$ cat src/hdl/wd_pkg.sv
// Purpose: Shared constants and types for the watchdog timer block.
// Assumes: One 125 MHz clock; registers reached over AHB-Lite with 32-bit data.
// Notes:   Register indices are word indices; the byte address is four times the index.

package wd_pkg;

  // ********************************************************************
  // Register indices
  // ********************************************************************
  localparam logic [15:0] IDX_CTRL       = 16'h4004;
  localparam logic [15:0] IDX_INT_STATUS = 16'h4011;
  localparam logic [15:0] IDX_INT_MASK   = 16'h4019;
  localparam logic [15:0] IDX_SECURITY   = 16'h4020;
  localparam logic [15:0] IDX_IRQ_STATUS = 16'h4021;
  localparam logic [15:0] IDX_IRQ_CLEAR  = 16'h4022;
  localparam logic [15:0] IDX_IRQ_ENABLE = 16'h4023;
  localparam logic [15:0] IDX_WD_STATE   = 16'h4024;

  // ********************************************************************
  // Field positions
  // ********************************************************************
  localparam int BIT_ENABLE   = 15;
  localparam int BIT_PAUSE    = 14;
  localparam int BIT_SRC      = 13;
  localparam int BIT_SLEEP    = 12;
  localparam int BIT_SWRST    = 11;
  localparam int SECOND_LSB   = 8;
  localparam int FIRST_LSB    = 4;
  localparam int PERIOD_LSB   = 0;
  localparam int BIT_TO_FLAG  = 11;
  localparam int IRQ_W        = 3;
  localparam int IRQ_FIRST    = 0;
  localparam int IRQ_SECOND   = 1;
  localparam int IRQ_EXHAUST  = 2;
  localparam int STATE_ATT_LSB = 4;

  // ********************************************************************
  // Types and reset values
  // ********************************************************************
  typedef enum logic [1:0] {ACT_NONE, ACT_IRQ, ACT_RESET, ACT_WAKE} action_t;
  typedef enum logic [1:0] {STAGE_FIRST, STAGE_SECOND, STAGE_SPENT} stage_t;

  typedef struct packed {
    logic       enable;
    logic       pause;
    logic       src_sw;
    logic       sleep_run;
    action_t    second;
    action_t    first;
    logic [2:0] period;
  } ctrl_t;

  localparam ctrl_t CTRL_RESET = '{enable: 1'b1, pause: 1'b0, src_sw: 1'b1, sleep_run: 1'b0,
                                   second: ACT_RESET, first: ACT_IRQ, period: 3'h7};
  localparam logic        MASK_RESET = 1'b1;
  localparam logic [15:0] UNLOCK_KEY = 16'h5a3c;   // Arbitrary value.
  localparam logic [2:0]  MAX_STARTUP_ATTEMPTS = 3'h7;
  localparam logic [1:0]  HTRANS_NONSEQ = 2'h2;
  localparam logic [1:0]  HTRANS_SEQ    = 2'h3;

  // ********************************************************************
  // Timing
  // ********************************************************************
  localparam longint      CORE_CLK_NS      = 8;
  localparam longint      WD_BASE_NS       = 256000000;
  localparam int unsigned WD_BASE_CYCLES   = 32'(WD_BASE_NS / CORE_CLK_NS);
  localparam longint      RESET_HOLD_NS    = 1000;
  localparam logic [7:0]  RESET_HOLD_CYCLES = 8'((RESET_HOLD_NS + CORE_CLK_NS - 1) / CORE_CLK_NS);

endpackage

$ cat src/hdl/wd_timer.sv
// Purpose: Watchdog timer with two timeout stages, selectable restart source and key lock.
// Assumes: core_clk is the internal oscillator clock; sleep_state comes from same-domain logic.
// Notes:   All state freezes while ce is low, the bus included, so software keeps ce high.

// Contract
// Free-running counter on the oscillator clock.
// Enable bit 15 resets set; no restart.
// In sleep, stop unless bit 12 set.
// Pause bit 14 holds the counter.
// Period code doubles from 0.256s, default 111.
// Bit 13 selects restart source; other ignored.
// Software restart by writing bit 11.
// Each toggle of restart pin restarts.
// First timeout runs the primary action.
// Second timeout runs the secondary action.
// Reset action: pin, register defaults, start-up.
// At most seven start-up attempts.
// Control writes need the unlock key.
// Timeout sets flag bit 11; write-one clears.
// Flag drives primary interrupt unless masked.
// Restart zeroes counter and rearms both stages.
// Pin synchronised, both edges are toggles.
module wd_timer #(
  parameter int unsigned BASE_CYCLES = wd_pkg::WD_BASE_CYCLES
) (
  input  wire logic        core_clk,
  input  wire logic        rst,
  input  wire logic        ce,
  input  wire logic        hsel,
  input  wire logic [31:0] haddr,
  input  wire logic [1:0]  htrans,
  input  wire logic        hwrite,
  input  wire logic [2:0]  hsize,
  input  wire logic [31:0] hwdata,
  input  wire logic        hready,
  output logic      [31:0] hrdata,
  output logic             hreadyout,
  output logic             hresp,
  input  wire logic        sleep_state,
  input  wire logic        wd_restart_pin,
  output logic             wd_primary_irq,
  output logic             irq,
  output logic             dev_reset_out,
  output logic             startup_req,
  output logic             wake_req,
  output wd_pkg::stage_t   wd_stage
);
  import wd_pkg::*;

  // ********************************************************************
  // Bus slave
  // ********************************************************************
  logic [15:0] addr_idx_reg;
  logic        wr_pend_reg;
  logic [31:0] hrdata_reg;
  logic        hreadyout_reg;
  logic        hresp_reg;

  wire         take    = hsel && hready && (htrans == HTRANS_NONSEQ || htrans == HTRANS_SEQ);
  wire         aligned = (haddr[1:0] == 2'h0) && (haddr[31:18] == 14'h0000);
  wire  [15:0] a_idx   = haddr[17:2];

  ctrl_t                ctrl_reg;
  logic                 unlock_reg;
  logic                 to_flag_reg;
  logic                 mask_reg;
  logic [IRQ_W-1:0]     irq_status_reg;
  logic [IRQ_W-1:0]     irq_en_reg;
  logic [31:0]          cnt_reg;
  stage_t               stage_reg;
  logic [7:0]           rst_cnt_reg;
  logic [2:0]           att_reg;

  wire         wr_ctrl   = wr_pend_reg && addr_idx_reg == IDX_CTRL;
  wire         wr_status = wr_pend_reg && addr_idx_reg == IDX_INT_STATUS;
  wire         wr_mask   = wr_pend_reg && addr_idx_reg == IDX_INT_MASK;
  wire         wr_sec    = wr_pend_reg && addr_idx_reg == IDX_SECURITY;
  wire         wr_iclr   = wr_pend_reg && addr_idx_reg == IDX_IRQ_CLEAR;
  wire         wr_ien    = wr_pend_reg && addr_idx_reg == IDX_IRQ_ENABLE;
  wire         ctrl_ok   = wr_ctrl && unlock_reg;

  wire  [15:0] ctrl_rd = {ctrl_reg.enable, ctrl_reg.pause, ctrl_reg.src_sw, ctrl_reg.sleep_run, 2'h0,
                          ctrl_reg.second, 2'h0, ctrl_reg.first, 1'b0, ctrl_reg.period};
  logic [31:0] rd_mux;
  always_comb begin
    if (!aligned) begin
      rd_mux = 32'h0000_0000;
    end else if (a_idx == IDX_CTRL) begin
      rd_mux = {16'h0000, ctrl_rd};
    end else if (a_idx == IDX_INT_STATUS) begin
      rd_mux = 32'(to_flag_reg) << BIT_TO_FLAG;
    end else if (a_idx == IDX_INT_MASK) begin
      rd_mux = 32'(mask_reg) << BIT_TO_FLAG;
    end else if (a_idx == IDX_SECURITY) begin
      rd_mux = 32'(unlock_reg);
    end else if (a_idx == IDX_IRQ_STATUS) begin
      rd_mux = 32'(irq_status_reg);
    end else if (a_idx == IDX_IRQ_ENABLE) begin
      rd_mux = 32'(irq_en_reg);
    end else if (a_idx == IDX_WD_STATE) begin
      rd_mux = {25'h0, att_reg, 2'b00, stage_reg};
    end else begin
      rd_mux = 32'h0000_0000;
    end
  end

  always_ff @(posedge core_clk or posedge rst) begin
    if (rst) begin
      addr_idx_reg  <= 16'h0000;
      wr_pend_reg   <= 1'b0;
      hrdata_reg    <= 32'h0000_0000;
      hreadyout_reg <= 1'b1;
      hresp_reg     <= 1'b0;
    end else if (ce) begin
      addr_idx_reg  <= aligned ? a_idx : 16'hffff;
      wr_pend_reg   <= take && hwrite;
      hrdata_reg    <= (take && !hwrite) ? rd_mux : hrdata_reg;
      hreadyout_reg <= 1'b1;
      hresp_reg     <= 1'b0;
    end
  end

  // ********************************************************************
  // Restart sources
  // ********************************************************************
  logic pin_s1_reg;
  logic pin_s2_reg;
  logic pin_s3_reg;
  always_ff @(posedge core_clk or posedge rst) begin
    if (rst) begin
      pin_s1_reg <= 1'b0;
      pin_s2_reg <= 1'b0;
      pin_s3_reg <= 1'b0;
    end else if (ce) begin
      pin_s1_reg <= wd_restart_pin;
      pin_s2_reg <= pin_s1_reg;
      pin_s3_reg <= pin_s2_reg;
    end
  end

  wire pin_toggle = pin_s2_reg ^ pin_s3_reg;
  wire hw_hit     = pin_toggle && !ctrl_reg.src_sw;
  wire sw_hit     = ctrl_ok && hwdata[BIT_SWRST] && ctrl_reg.src_sw;
  wire restart    = hw_hit || sw_hit;

  // ********************************************************************
  // Counter and timeout stages
  // ********************************************************************
  wire         in_reset = rst_cnt_reg != 8'h00;
  wire         awake_ok = !sleep_state || ctrl_reg.sleep_run;
  wire         active   = ctrl_reg.enable && !ctrl_reg.pause && awake_ok;
  wire  [31:0] period   = BASE_CYCLES << ctrl_reg.period;
  // A shorter period written mid-count must still expire, so the compare is not exact.
  wire         terminal = cnt_reg >= period - 32'h1;
  wire         timeout  = active && terminal && stage_reg != STAGE_SPENT && !restart && !in_reset;
  wire         counting = active && stage_reg != STAGE_SPENT;
  wire         first_to = timeout && stage_reg == STAGE_FIRST;
  wire         act_sel  = first_to;
  wire action_t act     = act_sel ? ctrl_reg.first : ctrl_reg.second;
  wire         want_rst = timeout && act == ACT_RESET;
  wire         do_reset = want_rst && att_reg < MAX_STARTUP_ATTEMPTS;
  wire         exhaust  = want_rst && att_reg == MAX_STARTUP_ATTEMPTS;

  wire  [31:0] cnt_next = (restart || in_reset || timeout) ? 32'h0 :
                          counting ? cnt_reg + 32'h1 : cnt_reg;
  wire stage_t stage_next = (restart || in_reset) ? STAGE_FIRST :
                            !timeout ? stage_reg :
                            first_to ? STAGE_SECOND : STAGE_SPENT;

  always_ff @(posedge core_clk or posedge rst) begin
    if (rst) begin
      cnt_reg   <= 32'h0;
      stage_reg <= STAGE_FIRST;
    end else if (ce) begin
      cnt_reg   <= cnt_next;
      stage_reg <= stage_next;
    end
  end

  // ********************************************************************
  // Control, lock and device reset sequence
  // ********************************************************************
  wire ctrl_t ctrl_wr = '{enable: hwdata[BIT_ENABLE], pause: hwdata[BIT_PAUSE], src_sw: hwdata[BIT_SRC],
                         sleep_run: hwdata[BIT_SLEEP], second: action_t'(hwdata[SECOND_LSB +: 2]),
                         first: action_t'(hwdata[FIRST_LSB +: 2]), period: hwdata[PERIOD_LSB +: 3]};
  wire [7:0] rst_cnt_next = do_reset ? RESET_HOLD_CYCLES : in_reset ? rst_cnt_reg - 8'h1 : 8'h00;

  // A watchdog reset returns the control fields and the lock to defaults but keeps
  // the attempt count, which is what bounds a fault that keeps coming back.
  always_ff @(posedge core_clk or posedge rst) begin
    if (rst) begin
      ctrl_reg   <= CTRL_RESET;
      unlock_reg <= 1'b0;
      mask_reg   <= MASK_RESET;
    end else if (ce) begin
      if (do_reset) begin
        ctrl_reg   <= CTRL_RESET;
        unlock_reg <= 1'b0;
        mask_reg   <= MASK_RESET;
      end else begin
        ctrl_reg   <= ctrl_ok ? ctrl_wr : ctrl_reg;
        unlock_reg <= wr_sec ? (hwdata[15:0] == UNLOCK_KEY) : unlock_reg;
        mask_reg   <= wr_mask ? hwdata[BIT_TO_FLAG] : mask_reg;
      end
    end
  end

  logic dev_reset_out_reg;
  logic startup_req_reg;
  logic wake_req_reg;
  always_ff @(posedge core_clk or posedge rst) begin
    if (rst) begin
      rst_cnt_reg       <= 8'h00;
      att_reg           <= 3'h0;
      dev_reset_out_reg <= 1'b0;
      startup_req_reg   <= 1'b0;
      wake_req_reg      <= 1'b0;
    end else if (ce) begin
      rst_cnt_reg       <= rst_cnt_next;
      att_reg           <= restart ? 3'h0 : do_reset ? att_reg + 3'h1 : att_reg;
      dev_reset_out_reg <= rst_cnt_next != 8'h00;
      startup_req_reg   <= rst_cnt_reg == 8'h01;
      wake_req_reg      <= timeout && act == ACT_WAKE;
    end
  end

  // ********************************************************************
  // Interrupts
  // ********************************************************************
  // The set term wins over a write-one clear in the same cycle.
  wire                 flag_clr   = wr_status && hwdata[BIT_TO_FLAG];
  wire                 flag_next  = timeout || (to_flag_reg && !flag_clr);
  wire [IRQ_W-1:0]     ev_set     = {exhaust, timeout && !first_to, first_to};
  wire [IRQ_W-1:0]     ev_clr     = wr_iclr ? hwdata[IRQ_W-1:0] : {IRQ_W{1'b0}};
  wire [IRQ_W-1:0]     irq_status_next = ev_set | (irq_status_reg & ~ev_clr);

  logic wd_primary_irq_reg;
  logic irq_reg;
  always_ff @(posedge core_clk or posedge rst) begin
    if (rst) begin
      to_flag_reg        <= 1'b0;
      irq_status_reg     <= {IRQ_W{1'b0}};
      irq_en_reg         <= {IRQ_W{1'b0}};
      wd_primary_irq_reg <= 1'b0;
      irq_reg            <= 1'b0;
    end else if (ce) begin
      to_flag_reg        <= flag_next;
      irq_status_reg     <= irq_status_next;
      irq_en_reg         <= wr_ien ? hwdata[IRQ_W-1:0] : irq_en_reg;
      wd_primary_irq_reg <= to_flag_reg && !mask_reg;
      irq_reg            <= |(irq_status_reg & irq_en_reg);
    end
  end

  assign hrdata         = hrdata_reg;
  assign hreadyout      = hreadyout_reg;
  assign hresp          = hresp_reg;
  assign wd_primary_irq = wd_primary_irq_reg;
  assign irq            = irq_reg;
  assign dev_reset_out  = dev_reset_out_reg;
  assign startup_req    = startup_req_reg;
  assign wake_req       = wake_req_reg;
  assign wd_stage       = stage_reg;
endmodule

$ cat config.mk
export PLATFORM = sky130hd
export DESIGN_NAME = wd_timer
export DESIGN_NICKNAME = d
export VERILOG_FILES = /design/src/hdl/wd_pkg.sv /design/src/hdl/wd_timer.sv
export SDC_FILE = /design/constraint.sdc
export NUM_CORES = 1
export LEC_CHECK = 0
export BUFFER_PORTS_ARGS = -buffer_cell sky130_fd_sc_hd__buf_2
export CAP_MARGIN = 15
export CORE_MARGIN = 1
export CORE_UTILIZATION = 59
export CTS_BUF_LIST = sky130_fd_sc_hd__clkbuf_4 sky130_fd_sc_hd__clkbuf_8
export CTS_CLUSTER_SIZE = 12
export DETAILED_ROUTE_END_ITERATION = 16
export HOLD_SLACK_MARGIN = 0.12
export PLACE_DENSITY = 0.86
export SYNTH_ARGS = -nofsm -noshare
export SYNTH_HDL_FRONTEND = slang
export SYNTH_SLANG_ARGS = --single-unit
$ cat constraint.sdc
create_clock -name core_clk -period 5.95 [get_ports core_clk]
set_input_delay 0.2975 -clock core_clk [delete_from_list [all_inputs] [get_ports core_clk]]
set_output_delay 0.2975 -clock core_clk [all_outputs]
set_load 0.01 [all_outputs]
==> summary by stage <==
Logic synthesis
The post-synthesis cell area is 0.00664 mm². The Yosys step of the flow raised 0 warnings. The post-synthesis cell count is 697. Yosys mapped a number of flops with a built-in enable equal to 0. For this run, the leading register cell type out of synthesis is dfrtp_1.

The number of distinct library cells after synthesis is 83. The async set-or-reset flop fraction in the synthesized netlist is 100%. Sequential cells were found to cover 39.0% of the synthesized design area. In this run the mean area of a mapped cell was 9.53 µm².

Counting flops and latches in the post-synthesis netlist gives 103.

Min path
The hold path depth is 2. The worst hold path terminates at ctrl_rd[4]. The origin of the worst min-delay path is hwdata[4]. The type of the tightest min-delay check is primary input to flip-flop.

CTS
The clock insertion delay at the later pin of the skew report is 380 ps. CTS built an H-tree with a depth of 3. The CTS tree is built.

The total of cells resized after clock tree synthesis is 0. The clock root buffer is clkbuf_8. The clock transition at the registers of the reported paths is 100 ps. The longest clock path from root to sink contains 2 buffers. Counting every sink on the clock net gives 103. In this run the post-CTS setup repair buffer count came out at 0. In this run, CTS created clock tree buffers numbering 9.

Finish
In the final layout, flip-flops and latches occupy 0.00259 mm². Summing all multi-input logic gate instances after layout gives 0.00370 mm². The library cells used most frequently in the layout, excluding fill and tap cells, are 95 x dfrtp_1, 76 x buf_2, 63 x nor2_1, 55 x nand2_1, 33 x ha_1. The most common cell after layout, fill and taps aside is dfrtp_1. After routing the design area is 0.00722 mm². The count of cells in the finished layout, fillers not included, comes to 897.

The synthesis-to-finish area growth is 8.78%. The fraction of layout instances using a drive strength above 1 is 19.0%. The final-layout fill cell count is 889. The register with the most flip-flops in the layout has 32 of them. After the last flow step, the layout net total stands at 862. The repair_antennas step left the layout with diodes totalling 0.

Floorplan
The vertical die dimension is 108 µm. The die covers 0.0117 mm². In this run the standard cell core region covers 0.0109 mm².

Once the floorplan was initialized, standard cells occupied 61.0% of the core. The count of standard-cell rows is 38. From left edge to right edge, the die measures 108 µm.

The top-level I/O count is 118.

Global route
For this run, the total global-route usage over all layers was measured as 28.9%. Entering global routing, the biggest net connects 86 pins. The first global-routing pass estimated 26.4 mm of wire.

The via count of the first global-routing pass was 5,413. The number of antenna violations at the first check in global routing was 0. After global routing the overflow that remains totals 0.

Pwr
For this design the static power due to leakage is 2.97 nW. The clock power share is 33.3%. The power density over cell area is 197 mW/mm².

The total power is 0.00142 W. The combinational cell fraction of total power is 13.0%. The analysis attributes to net switching a power of 0.000410 W. Per report_power, the sequential group accounts for 53.7% of the total. The peak ir drop on the vdd network is 0.229 mV.

Internal power comes to 0.00101 W. Net switching is 28.8% of the power.

STA
Setup repair after global routing left no endpoint under its margin. Adding up every negative setup slack in the final design gives 0 ps. The transition at the pin with the smallest max-transition slack is 967 ps. The clock arrives with 16.7 ps of skew.

The worst path uses 90.2% of the clock period. The count of final setup violators is 0. The worst path needs 5370 ps of the cycle, external delays included. Headroom to the max-slew limit came out at 35.6%. The number of max-slew violations in the final report was 0. The setup slack of the critical path after layout is 584 ps. The maximum achievable frequency is 0.186 GHz.

The final number of hold-violating endpoints is 0.

Placement
The weighted congestion at the end of routability-driven global placement is 0.883. The placement-stage cell area is 0.00698 mm². The cell total after placement is 879. Once detailed placement completed, the half-perimeter wirelength came to 11.8 mm. Port buffering added 76 buffers. Prior to clock tree synthesis, the placed netlist has a worst setup slack of 649 ps.

Routing
After detailed routing, the average wire length per cell comes to 18.4 µm. The post-detailed-route via-to-cell ratio is 6.47. After the first detailed-routing iteration, the DRC count stood at 676. For this run, design rule violations remaining after detail routing come to 0. The count of nets left with antenna violations once routing finished came out at 0.

The overall routed net length is 16.5 mm. The first-pass detailed-route iteration total is 7. For this block, the via count after detailed routing is 5,806.

Setup path
The start of the worst register-to-register path is ctrl_rd[1]. The data required time at the worst endpoint is 6170 ps. The worst setup path is captured at a flip-flop.

Measured in cells, the most critical reg-to-reg path has a length of 15. The top fanout value on the critical path is 29. The reg-to-reg critical path endpoint is wd_stage[0]. The startpoint kind of the worst setup timing path is a flip-flop.

The critical path class is flip-flop to flip-flop. For flop-to-flop paths, the worst setup slack is 580 ps. The data arrival time at the worst-slack endpoint is 5590 ps.

Run
The tool flagged a number of max-cap violations equal to 0.

Status
The run finished with clean final reports.
stage by stage:
stage / utilization [%] / hold WS (ps)
3_3_place_gp: 64.1 / 247
6_report: 66.3 / 140
3_5_place_dp: 64.1 / 255
5_1_grt: 66.3 / 145
4_1_cts: 66.1 / 134
2_1_floorplan: - / 425
cells in the mapped netlist (9+ instances only):
cell | instances | area [µm²]
nor2_1 | 63 | 236
a21oi_1 | 23 | 115
dfrtp_1 | 95 | 2380
nand3_1 | 28 | 140
nand2b_1 | 12 | 75.1
o21ai_0 | 23 | 115
o22a_1 | 23 | 201
nand2_1 | 55 | 206
a211oi_1 | 15 | 113
a22o_1 | 10 | 87.6
ha_1 | 33 | 413
clkbuf_1 | 19 | 71.3
inv_1 | 23 | 86.3
xnor2_1 | 30 | 263
buf_4 | 22 | 165
buf_2 | 10 | 50.1
nor3_1 | 22 | 110
nor4_1 | 9 | 56.3
nand4_1 | 16 | 100
o22ai_1 | 11 | 68.8
timing repair:
item | 4_1_cts | 5_1_grt
hold buffers | 1 | 0
setup endpoints to repair | 0 | 0
endpoints found under the hold margin | 18 | 0
critical path: stages, from the launching register on:
cell	delay, ps
dfstp_2	800
inv_1	240
ha_1	400
nor3b_1	400
o221ai_1	330
a31oi_1	440
a21oi_1	120
a211oi_1	320
ha_1	200
nand4_1	140
nor3_1	300
a221oi_1	180
nand3_1	110
buf_4	190
o211a_1	820
o22ai_1	200
cell families after synthesis:
logic type	count (synthesis)	share of synthesized area, %
muxes	11	1.81
buffers and inverters	82	6.31
xor gates and xnor gates	35	4.62
adders and majority gates	33	6.22
other	2	0.113
and+or+nand+nor	255	20.7
DFF	103	39.0
AOI/OAI and AO/OA	176	21.3
final cells by class:
cell class | count | area share (%)
Tap cell | 140 | 2.43
Clock buffer | 12 | 2.11
Inverter | 24 | 1.28
Multi-Input combinational cell | 531 | 51.3
Clock inverter | 4 | 0.762
Timing Repair Buffer | 83 | 6.31
Sequential cell | 103 | 35.8
worst max path at each step:
stage                     from           to  slack, ps  depth (start not counted)
finish              ctrl_rd[1]  wd_stage[0]        580                         15
global route        ctrl_rd[1]  wd_stage[0]        160                         15
CTS                 ctrl_rd[1]  wd_stage[0]        630                         15
detailed placement  ctrl_rd[1]  wd_stage[0]        650                         15
global placement    ctrl_rd[1]  wd_stage[0]        930                         15
floorplan           ctrl_rd[0]   ctrl_rd[0]       1760                         18
routing by layer:
layer | part of all wire [%] | vias up | GRT usage (%)
met3 | 7.0 | 31 | 5.79
li1 | - | 2673 | -
met1 | 42 | 2851 | 38.2
met4 | 1.8 | 0 | 8.90
met2 | 50 | 251 | 47.5
met5 | 0 | - | 0
power groups by stage:
stage	Combinational, W	Sequential [W]	Clock [W]
floorplan	0.000136	0.000767	0
global placement	0.000167	0.000772	0
detailed placement	0.000178	0.000774	0
CTS	0.000182	0.000762	0.000482
global route	0.000207	0.000768	0.000504
finish	0.000185	0.000764	0.000474
No activity file was read; power rests on OpenSTA's default activity.
